**config.mk**
```make
export PLATFORM = sky130hd
export DESIGN_NAME = dpa_host
export DESIGN_NICKNAME = d
export VERILOG_FILES = /design/src/rtl/dpa_pkg.sv /design/src/rtl/dpa_host.sv
export SDC_FILE = /design/constraint.sdc
export NUM_CORES = 1
export LEC_CHECK = 0
export BUFFER_PORTS_ARGS = -buffer_cell sky130_fd_sc_hd__buf_4
export CORE_UTILIZATION = 54
export CTS_BUF_LIST = sky130_fd_sc_hd__clkbuf_2
export CTS_CLUSTER_DIAMETER = 30
export DETAILED_ROUTE_END_ITERATION = 16
export PLACE_DENSITY_LB_ADDON = 0.25
export SETUP_SLACK_MARGIN = 0.3
export SKIP_CTS_REPAIR_TIMING = 1
export SYNTH_ARGS = -nofsm -noshare
export SYNTH_HDL_FRONTEND = slang
export SYNTH_SLANG_ARGS = --single-unit
```
**constraint.sdc**
```tcl
create_clock -name clk -period 3.35 [get_ports clk]
set_clock_uncertainty 0.15 [all_clocks]
set_input_delay 0.67 -clock clk [delete_from_list [all_inputs] [get_ports clk]]
set_output_delay 0.67 -clock clk [all_outputs]
set_load 0.005 [all_outputs]
```
**src/rtl/dpa_pkg.sv**
```systemverilog
// package: timing and encodings for the dual-port ram access controller
package dpa_pkg;
  // ==========================================================
  // timing
  localparam int CLK_NS         = 40;
  localparam int RC_NS          = 55;   // read_cycle_time, slowest grade
  localparam int PWE_NS         = 35;   // min_write_pulse
  localparam int SD_NS          = 20;   // data setup to write end
  localparam int HZWE_NS        = 25;   // write low to output high z
  localparam int SWRD_NS        = 15;   // flag write to read time
  localparam int SOP_NS         = 20;   // flag update pulse
  localparam int POWERUP_NS     = 1000; // supply settle before first access
  localparam int RC_CYC   = (RC_NS + CLK_NS - 1) / CLK_NS;
  localparam int PWE_CYC  = (PWE_NS + CLK_NS - 1) / CLK_NS;
  localparam int PWEOE_CYC = (PWE_NS + HZWE_NS + SD_NS + CLK_NS - 1) / CLK_NS;
  localparam int GAP_CYC  = ((SWRD_NS > SOP_NS ? SWRD_NS : SOP_NS) + CLK_NS - 1) / CLK_NS;
  localparam int PWRUP_CYC = (POWERUP_NS + RC_NS + CLK_NS - 1) / CLK_NS + 1;
  localparam logic [7:0] RESET_CNT = 8'h00;
  // ==========================================================
  // encodings
  localparam logic [1:0] OP_READ  = 2'h0;
  localparam logic [1:0] OP_WRITE = 2'h1;
  localparam logic [1:0] OP_SEMRQ = 2'h2; // request token, then read back
  localparam logic [1:0] OP_SEMRL = 2'h3; // release token
endpackage

```
**src/rtl/dpa_host.sv**
```systemverilog
// module: host controller driving one port of an asynchronous dual-port ram
`timescale 1ns/1ps
module dpa_host #(
  parameter int AW = 13  // address width
) (
  input  wire logic          clk,           // 25 mhz clock
  input  wire logic          rst,           // async reset, active high
  input  wire logic          req_valid,     // user request
  input  wire logic [1:0]    req_op,        // operation code
  input  wire logic [AW-1:0] req_addr,      // word or flag address
  input  wire logic [15:0]   req_wdata,     // write data
  input  wire logic [1:0]    req_lanes,     // bit1 upper, bit0 lower
  input  wire logic          retain,        // battery retention request
  output logic               req_ready,     // idle and accepting
  output logic               rsp_valid,     // one-cycle answer pulse
  output logic [15:0]        rsp_rdata,     // read data
  output logic               rsp_owned,     // token held after request
  output logic               rsp_busy,      // contention seen during access
  output logic [AW-1:0]      addr,          // device address
  output logic               port_select_n, // ram select
  output logic               semaphore_select_n, // flag latch select
  output logic               read_write_n,  // write enable, low writes
  output logic               output_drive_enable_n, // device output enable
  output logic               upper_lane_enable_n,   // upper byte lane
  output logic               lower_lane_enable_n,   // lower byte lane
  input  wire logic [15:0]   data_in,       // data pins as seen
  output logic [15:0]        data_out,      // data driven by host
  output logic               data_oe,       // high while host drives data
  input  wire logic          busy_n         // contention from device
);
  // ==========================================================
  // state
  typedef enum logic [6:0] {
    ST_PWRUP = 7'h01, ST_IDLE = 7'h02, ST_SETUP = 7'h04, ST_PULSE = 7'h08,
    ST_READ  = 7'h10, ST_GAP  = 7'h20, ST_RBACK = 7'h40
  } dpa_st_e;

  typedef struct packed {
    dpa_st_e         st;
    logic [7:0]      cnt;
    logic [1:0]      op;
    logic            ready, rv, owned, busy;
    logic [15:0]     rdata, dout;
    logic            oe;
    logic [AW-1:0]   a;
    logic            cs_n, sem_n, rw_n, oe_n, ub_n, lb_n;
  } dpa_s;

  dpa_s st_ff, nxt_st;

  // flag addresses need three bits; the port widths stop at sixteen
  if (AW < 3 || AW > 16) begin : g_aw_check
    $error("dpa_host: AW out of range");
  end

  function automatic logic is_sem(input logic [1:0] op);
    return op == dpa_pkg::OP_SEMRQ || op == dpa_pkg::OP_SEMRL;
  endfunction

  always_comb begin
    nxt_st    = st_ff;
    nxt_st.rv = 1'b0;
    if (st_ff.cnt != dpa_pkg::RESET_CNT) nxt_st.cnt = st_ff.cnt - 8'h01;
    case (st_ff.st)
      ST_PWRUP: begin
        if (st_ff.cnt == dpa_pkg::RESET_CNT) begin
          nxt_st.st    = ST_IDLE;
          nxt_st.ready = !retain;
        end
      end
      ST_IDLE: begin
        nxt_st.ready = !retain;
        nxt_st.cs_n  = 1'b1;
        nxt_st.sem_n = 1'b1;
        if (req_valid && st_ff.ready && !retain) begin
          nxt_st.ready = 1'b0;
          nxt_st.op    = req_op;
          nxt_st.a     = req_addr;
          nxt_st.busy  = 1'b0;
          // select before write low so the write window is select-bounded
          nxt_st.cs_n  = is_sem(req_op);
          nxt_st.sem_n = !is_sem(req_op);
          nxt_st.ub_n  = is_sem(req_op) ? 1'b1 : !req_lanes[1];
          nxt_st.lb_n  = is_sem(req_op) ? 1'b1 : !req_lanes[0];
          nxt_st.rw_n  = 1'b1;
          if (req_op == dpa_pkg::OP_READ) begin
            nxt_st.oe_n = 1'b0;
            nxt_st.st   = ST_READ;
            nxt_st.cnt  = 8'(dpa_pkg::RC_CYC);
          end else begin
            nxt_st.oe_n = 1'b1;  // short pulse allowed with outputs off
            nxt_st.st   = ST_SETUP;
            nxt_st.dout = req_op == dpa_pkg::OP_SEMRQ ? 16'hfffe :
                          req_op == dpa_pkg::OP_SEMRL ? 16'hffff : req_wdata;
          end
        end
      end
      ST_SETUP: begin
        nxt_st.oe   = 1'b1;  // outputs are off, host may drive
        nxt_st.rw_n = 1'b0;
        nxt_st.st   = ST_PULSE;
        nxt_st.cnt  = 8'(dpa_pkg::PWE_CYC);
      end
      ST_PULSE: begin
        if (!busy_n) nxt_st.busy = 1'b1;
        if (st_ff.cnt == dpa_pkg::RESET_CNT) begin
          nxt_st.rw_n  = 1'b1;
          nxt_st.cs_n  = 1'b1;
          nxt_st.sem_n = 1'b1;
          nxt_st.ub_n  = 1'b1;
          nxt_st.lb_n  = 1'b1;
          nxt_st.st    = ST_GAP;
          nxt_st.cnt   = 8'(dpa_pkg::GAP_CYC);
        end
      end
      ST_GAP: begin
        nxt_st.oe = 1'b0;
        if (st_ff.cnt == dpa_pkg::RESET_CNT) begin
          if (st_ff.op == dpa_pkg::OP_SEMRQ) begin
            // fresh flag select for each read back
            nxt_st.sem_n = 1'b0;
            nxt_st.oe_n  = 1'b0;
            nxt_st.st    = ST_RBACK;
            nxt_st.cnt   = 8'(dpa_pkg::RC_CYC);
          end else begin
            nxt_st.rv    = 1'b1;
            nxt_st.owned = 1'b0;
            nxt_st.st    = ST_IDLE;
          end
        end
      end
      ST_READ, ST_RBACK: begin
        if (!busy_n) nxt_st.busy = 1'b1;
        if (st_ff.cnt == dpa_pkg::RESET_CNT) begin
          nxt_st.rdata = data_in;
          nxt_st.owned = st_ff.st == ST_RBACK && !data_in[0];
          nxt_st.rv    = 1'b1;
          nxt_st.oe_n  = 1'b1;
          nxt_st.cs_n  = 1'b1;
          nxt_st.sem_n = 1'b1;
          nxt_st.ub_n  = 1'b1;
          nxt_st.lb_n  = 1'b1;
          nxt_st.st    = ST_IDLE;
        end
      end
      default: nxt_st.st = ST_IDLE;
    endcase
  end

  always_ff @(posedge clk or posedge rst) begin
    if (rst) begin
      st_ff       <= '0;
      st_ff.st    <= ST_PWRUP;
      st_ff.cnt   <= 8'(dpa_pkg::PWRUP_CYC);
      st_ff.cs_n  <= 1'b1;
      st_ff.sem_n <= 1'b1;
      st_ff.rw_n  <= 1'b1;
      st_ff.oe_n  <= 1'b1;
      st_ff.ub_n  <= 1'b1;
      st_ff.lb_n  <= 1'b1;
    end else begin
      st_ff <= nxt_st;
    end
  end

  assign req_ready             = st_ff.ready;
  assign rsp_valid             = st_ff.rv;
  assign rsp_rdata             = st_ff.rdata;
  assign rsp_owned             = st_ff.owned;
  assign rsp_busy              = st_ff.busy;
  assign addr                  = st_ff.a;
  assign port_select_n         = st_ff.cs_n;
  assign semaphore_select_n    = st_ff.sem_n;
  assign read_write_n          = st_ff.rw_n;
  assign output_drive_enable_n = st_ff.oe_n;
  assign upper_lane_enable_n   = st_ff.ub_n;
  assign lower_lane_enable_n   = st_ff.lb_n;
  assign data_out              = st_ff.dout;
  assign data_oe               = st_ff.oe;
endmodule

```
# Word-level counts from Yosys, hierarchy flattened
# Index checks and enable logic that the tools add are counted.
dict set report classes {
  n_mux 36
  eq_ne 19
  n_reduce_logical 35
  bitwise_logic 1
  n_addsub 1
}
# cell n
set ops {}
lappend ops {{$pmux 7 s5} 1}
lappend ops {{$mux 16} 2}
lappend ops {{$pmux 8 s4} 1}
lappend ops {{$mux 15} 2}
lappend ops {{$mux 8} 3}
lappend ops {{$mux 18} 1}
lappend ops {{$ne 2x2->1 const B} 8}
lappend ops {{$mux 7} 2}
lappend ops {{$reduce_and 3->1} 4}
lappend ops {{$reduce_and 4->1} 3}
lappend ops {{$reduce_and 5->1} 2}
lappend ops {{$pmux 1 s3} 3}
lappend ops {{$reduce_bool 3->1} 3}
lappend ops {{$logic_not 8->1} 1}
lappend ops {{$mux 1} 8}
lappend ops {{$mux 2} 4}
lappend ops {{$reduce_bool 2->1} 4}
lappend ops {{$reduce_bool 8->1} 1}
lappend ops {{$sub 8x1->8 const B} 1}
lappend ops {{$eq 7x1->1 const B} 1}
lappend ops {{$eq 7x2->1 const B} 1}
lappend ops {{$eq 7x3->1 const B} 1}
lappend ops {{$eq 7x4->1 const B} 1}
lappend ops {{$eq 7x5->1 const B} 1}
lappend ops {{20 further kinds} 33}
dict set report word_totals {
  input_bits 54
  ff_bits 73
  wordCells 109
}

# Depth between registers and ports, before layout
# Gate-level depths: netlist of the first run.
dict set report logic_depth {
  ltp_word 5
  mapped_depth 11
  mapped_depth_nobuf 9
}

# Least setup slack after synthesis of the first run
# No wires, ideal clock.
dict set report synth_timing {
  kind {register to register}
  start {register st_ff[59] in the netlist's numbering}
  end {register st_ff[58] in the netlist's numbering}
  required_time_ps 3057
  synth_period_minus_slack_ps 2298
  slack_ps 1052
  arrival_time_ps 2005
  setup_time_ps 143
  path_buffers 2
  stages_incl_launch_ff 11
  path_cell_list {dfrtp_1 -> inv_1 -> ha_1 -> nor3b_1 -> and2_1 -> buf_6 -> inv_2 -> buf_2 -> ha_1 -> a32oi_1 -> o211ai_1}
}
# item line_no
set synth_rtl {}
lappend synth_rtl {{start: declaration} dpa_host.sv:49} ;# dpa_s st_ff, nxt_st;
lappend synth_rtl {{start signal: assignment} dpa_host.sv:162} ;# st_ff <= nxt_st;

==> impl_results.md, run 1 <==
* Post-DP HPWL at 5.62 mm
* Post-synth top area share at 0.413
* Num ports at 110
* Clk slew on worst S/H paths at 0.20 ns
* Final Hold Vio Count at 0
* Top cells by count, synth: dfrtp_1 (63), nand2_1 (60), nor2_1 (52)
* Clock power frac at 0.133
* PwrDens at 674 nW/um^2
* Worst setup SP type: flop
* Clk root buf: clkbuf_2
* Initial antenna violation count at 0
* Wire per inst at 13.9 um
* Vias at 2918
* Most frequent cell after synthesis: dfrtp_1
* Combinational share of power at 0.400
* Clock tree buffer depth at 2
* Internal cell power at 0.00192 W
* Reg2Reg Capture Point: st_ff[59]$_DFF_PP0_
* Synth area leader: dfrtp_1
* First-pass GRT wire length at 13.0 mm
* Path type of the worst min-delay path: primary input to asynchronous set/reset pin
* Nets at 509
* Switch share at 0.358
* CP arrival at 2.88 ns
* Crit path max fanout at 12
* Post-synthesis cell type count at 55
* Starting Density at 0.561
* Worst Tran Pin Value at 0.700 ns
* Placer Congestion at 0.910
* Die width at 86.0 um
* Vias in the first global route at 2891
* Sw Pwr at 0.00107 W
* CP required at 3.60 ns
* CP Capture Type: flop
* H-tree lvl count at 3
* Yosys warnings at 0
* Mapped cell area at 3810 um^2
* Fraction of registers with async set/reset at 1.00
* Synth area leaders: dfrtp_1 (41%), buf_4 (9.1%), dfstp_2 (6.9%), nand2_1 (5.9%), nor2_1 (5.1%)
* FF-to-FF path depth at 8
* Final period utilization at 0.785
* Leak at 2.14 nW
* DR pass1 iterations at 4
* Syn avg cell area at 9.73 um^2
* Flop-to-flop setup slack at 0.72 ns
* Final ANT Viol Nets at 0
* Ant. Diodes at 0
* Register area share after synthesis at 0.482
* Mapped Cells at 392
* Origin of the critical flop-to-flop path: st_ff[59]$_DFF_PP0_
* DIE HEIGHT at 86.0 um
* # placed instances at 538
* Number of enable flip-flop cells after synthesis at 0
* Top FF cell, synth: dfrtp_1
* Vias per cell at 5.27
* Clock sink count at 73
* Layout cells sized above 1 at 0.371
* Seq cells post-synth at 73
* Final setup TNS at 0 ns
* RSZ-0062 raised after global routing: false
* Clock latency on the worst-skew pair at 0.49 ns
* Tot Pwr at 0.00300 W
* IR drop worst, VDD at 0.398 mV
* Crit path cell chain: inv_1 -> ha_1 -> nor3b_1 -> and2_1 -> inv_2 -> mux2_4 -> a22oi_1 -> o32a_2
* GRT Residual Overflow at 0
* Final WL at 7.69 mm
* Flop pwr share at 0.467
* Slowest cell on the critical path: dfrtp_1
* Slew Viols, Final at 0
* Mapped Nets at 448
* Die footprint at 7400 um^2
* Largest net degree at the start of global routing at 42
* CTS Buf Count at 9
* Synth-to-layout area growth at 16.6%
* Final Non-Filler Cells at 554
* # Max-Cap Violations at 0
* Endpoints failing setup at 0
* FP Rows at 30
* Outcome: finished, final reports clean
* Largest stage delay, worst path at 0.45 ns
* Setup CP Type: flop to flop
* Number of fill cells at 578
* GRT Total Usage at 0.221
* Port bufs at 109
* TritonCTS clock tree: done
* Slew headroom at 0.533
* Drt initial violations at 181
* Highest Clock Rate at 380 MHz
* Core Footprint at 6790 um^2
* # DRC at 0
* Final min period at 2.63 ns
layer usage:
| metal | GRT usage | vias to the layer above | share of wire |
|---|---|---|---|
| li1 | - | 1407 | - |
| met5 | 0 | - | 0 |
| met2 | 0.361 | 91 | 0.48 |
| met4 | 0.0939 | 0 | 0.021 |
| met3 | 0.0597 | 17 | 0.068 |
| met1 | 0.276 | 1403 | 0.43 |
through the flow:
stage	area, um^2	worst slack, ns	utilization	hold WS (ns)
final	4450	0.721	0.655	0.110
after global routing	4450	0.497	0.655	0.0984
after detailed placement	4360	0.732	0.642	0.317
after floorplan	3810	0.693	-	0.297
after CTS	4450	0.725	0.655	0.105
after global placement	4360	0.841	0.642	0.311
flip-flops by register name, indices dropped and copies added (netlist names):
name and flops:
addr 13, data_oe 1, data_out 16, lower_lane_enable_n 1
output_drive_enable_n 1, port_select_n 1, read_write_n 1, req_ready 1
rsp_busy 1, rsp_owned 1, rsp_rdata 16, rsp_valid 1
semaphore_select_n 1, st_ff 17, upper_lane_enable_n 1
placed cells by master, fill, tap and decap left out, types with 3 or more instances in the layout:
cell	count
o21ai_0	12
clkinv_2	3
nor2b_1	3
dfrtp_1	63
dfstp_2	10
clkbuf_2	10
mux2_4	11
xor2_1	4
inv_1	4
buf_4	113
nor3_1	8
o21ai_1	3
a21oi_1	24
nor2_1	51
nor4b_1	3
nand3_1	10
mux2_2	9
nand2_1	60
mux2i_1	3
power groups by stage:
| stage | Sequential (W) | Combinational [W] | Clock [W] |
|---|---|---|---|
| floorplan | 0.00136 | 0.000942 | 0 |
| global placement | 0.00141 | 0.00117 | 0 |
| detailed placement | 0.00142 | 0.00121 | 0 |
| CTS | 0.00140 | 0.00121 | 0.000419 |
| global route | 0.00144 | 0.00134 | 0.000454 |
| finish | 0.00140 | 0.00120 | 0.000398 |
critical path, delay by kind of cell, from the launching register on:
| kind | cells | cell delay [ns] |
|---|---|---|
| AOI/OAI and AO/OA | 2 | 0.40 |
| buffers and inverters | 2 | 0.30 |
| and+or+nand+nor | 2 | 0.75 |
| muxes | 1 | 0.24 |
| DFF | 1 | 0.45 |
| adders and majority gates | 1 | 0.27 |
how the worst max path moves through the flow:
stage / end / slack, ns / from
after global routing: st_ff[58]$_DFF_PP0_ / 0.50 / st_ff[59]$_DFF_PP0_
after global placement: rsp_rdata[6]$_DFFE_PP0P_ / 0.84 / st_ff[59]$_DFF_PP0_
after floorplan: addr[0]$_DFFE_PP0P_ / 0.69 / rst
after CTS: rsp_rdata[13]$_DFFE_PP0P_ / 0.72 / st_ff[59]$_DFF_PP0_
after detailed placement: rsp_rdata[7]$_DFFE_PP0P_ / 0.73 / st_ff[59]$_DFF_PP0_
final: st_ff[59]$_DFF_PP0_ / 0.72 / st_ff[59]$_DFF_PP0_
kinds of logic after synthesis:
group	count (synthesis)	synth area share
XOR/XNOR	6	0.0138
multiplexers	23	0.0778
adder cells (fa/ha/maj)	2	0.00656
flip-flops	73	0.482
AO/OA/AOI/OAI	62	0.100
buffers and inverters	70	0.122
AND/OR/NAND/NOR	156	0.198
area by class of cell:
class                   instances  area, um^2  area share
repair buffers                114         868       0.195
flip-flops and latches         73        1840       0.414
clock buffers                  10        50.0      0.0113
multi-input cells             249        1510       0.340
inverters                       6        22.5     0.00506
well taps                      96         120      0.0270
clock inverters                 6        35.0     0.00788
(Power assumes the default switching activity.)
==> run 2: changes to the inputs <==
CORE_UTILIZATION = 49   (was 54)
clock period = 2.3 ns   (was 3.35 ns; I/O delays follow)
==> run 2 against run 1 <==
Effect of this change:
- register-to-register slack worse by 0.46 ns
- clock-buffer cell count unchanged
- total power up 69%
- setup slack worse by 0.46 ns
- maximum frequency rose by 29%
- worst hold slack lost 0.080 ns
- sequential power is 46% higher
- first-iteration DRC count down 5.0%
- critical path type unchanged
- critical endpoint unchanged
- largest power group is now combinational logic
==> impl_results.md, run 2 (synthesis results as in run 1) <==
* # DRC at 0
* Clock tree buffer depth at 2
* Starting Density at 0.517
* Switch share at 0.345
* Vias in the first global route at 2935
* Placer Congestion at 0.847
* Endpoints failing setup at 0
* Leak at 2.44 nW
* Final instance area at 5180 um^2
* Clock latency on the worst-skew pair at 0.53 ns
* Flop pwr share at 0.404
* Drt initial violations at 172
* Final setup TNS at 0 ns
* Hold depth at 3
* # Max-Cap Violations at 0
* Largest net degree at the start of global routing at 74
* Synth-to-layout area growth at 35.9%
* H-tree lvl count at 3
* Clock sink count at 73
* Slew Viols, Final at 0
* FP Rows at 31
* Nets at 567
* Num ports at 110
* Clk root buf: clkbuf_2
* Core Footprint at 7370 um^2
* Clock power frac at 0.168
* Ant. Diodes at 0
* Top reg by flops: st_ff
* GRT Residual Overflow at 0
* CP Capture Type: flop
* Vias per cell at 5.10
* Highest Clock Rate at 490 MHz
* Die footprint at 8140 um^2
* Final Hold Vio Count at 0
* Layout cells sized above 1 at 0.419
* Number of fill cells at 566
* RSZ-0062 raised after global routing: true
* Setup CP Type: flop to flop
* Die width at 90.2 um
* Final ANT Viol Nets at 0
* Vias at 3139
* IR drop worst, VDD at 0.542 mV
* Placed inst area at 4530 um^2
* Worst setup SP type: flop
* CP arrival at 2.30 ns
* Crit path max fanout at 8
* TritonCTS clock tree: done
* Most common cell after layout, fill and taps aside: buf_4
* Final min period at 2.04 ns
* Worst Tran Pin Value at 0.536 ns
* Path type of the worst min-delay path: primary input to flop
* Sw Pwr at 0.00175 W
* Slew headroom at 0.639
* Outcome: finished, final reports clean
* First-pass GRT wire length at 14.1 mm
* CTS Buf Count at 9
* PwrDens at 978 nW/um^2
* Wire per inst at 15.2 um
* Max reg flops at 17
* DR pass1 iterations at 4
* Combinational share of power at 0.428
* Final WL at 9.34 mm
* Clk slew on worst S/H paths at 0.24 ns
* Port bufs at 109
* GRT Total Usage at 0.217
* CP required at 2.56 ns
* Most frequent cells in the layout: buf_4 (135), nand2_1 (59), dfrtp_1 (58), nor2_1 (51), dlygate4sd3_1 (33)
* Initial antenna violation count at 0
* Internal cell power at 0.00332 W
* DIE HEIGHT at 90.2 um
* Post-DP HPWL at 5.95 mm
* Final period utilization at 0.887
* FF-to-FF path depth at 5
run 2: metal layers:
metal | track usage | part of all wire | wire [um] | vias to the layer above
met5 | 0 | 0 | 0 | -
met4 | 0.0806 | 0.019 | 177 | 0
met3 | 0.0567 | 0.053 | 495 | 15
met2 | 0.340 | 0.49 | 4540 | 95
met1 | 0.290 | 0.44 | 4120 | 1509
li1 | - | - | - | 1520
run 2: critical path: stages (launching register included):
cell and delay (ns):
dfrtp_2 0.52, nor4b_4 0.44, a211oi_2 0.11, nor3_2 0.27
a22oi_2 0.12, o32a_2 0.33
run 2: through the flow:
stage / instances / utilization / setup slack [ns] / hold WS, ns / power [W]
CTS: 570 / 0.633 / 0.0584 / -0.152 / 0.00481
global placement: 554 / 0.614 / 0.164 / 0.310 / 0.00390
global route: 615 / 0.703 / 0.174 / 0.0423 / 0.00542
floorplan: 392 / - / 0.244 / 0.297 / 0.00342
detailed placement: 554 / 0.614 / 0.0910 / 0.313 / 0.00396
finish: 615 / 0.703 / 0.260 / 0.0298 / 0.00507
run 2: cell type report:
class / count / area, um^2 / share of cell area
multi-input cells: 249 / 1620 / 0.312
well taps: 99 / 124 / 0.0239
flip-flops and latches: 73 / 1850 / 0.356
repair buffers: 172 / 1420 / 0.275
clock inverters: 6 / 90.1 / 0.0174
clock buffers: 10 / 50.0 / 0.00965
inverters: 6 / 33.8 / 0.00652
run 2: path summary, 6_finish.rpt:
kind | from | endpoint | slack, ns
setup / recovery | st_ff[68]$_DFFE_PP0P_ | st_ff[59]$_DFF_PP0_ | 0.26
hold / removal | req_op[0] | st_ff[56]$_DFFE_PP0P_ | 0.03
setup reg to reg | st_ff[68]$_DFFE_PP0P_ | st_ff[59]$_DFF_PP0_ | 0.26
hold reg to reg | addr[3]$_DFFE_PP0P_ | addr[3]$_DFFE_PP0P_ | 0.36
max in group asynchronous | rst | st_ff[66]$_DFFE_PP1P_ | 1.19
min in group asynchronous | rst | rsp_rdata[11]$_DFFE_PP0P_ | 0.42
run 2: power by group through the flow:
stage               sequential, W  clock (W)  combinational (W)
floorplan                 0.00199          0            0.00143
global placement          0.00205          0            0.00185
detailed placement        0.00206          0            0.00190
CTS                       0.00204   0.000862            0.00191
global route              0.00211   0.000912            0.00240
finish                    0.00205   0.000850            0.00217
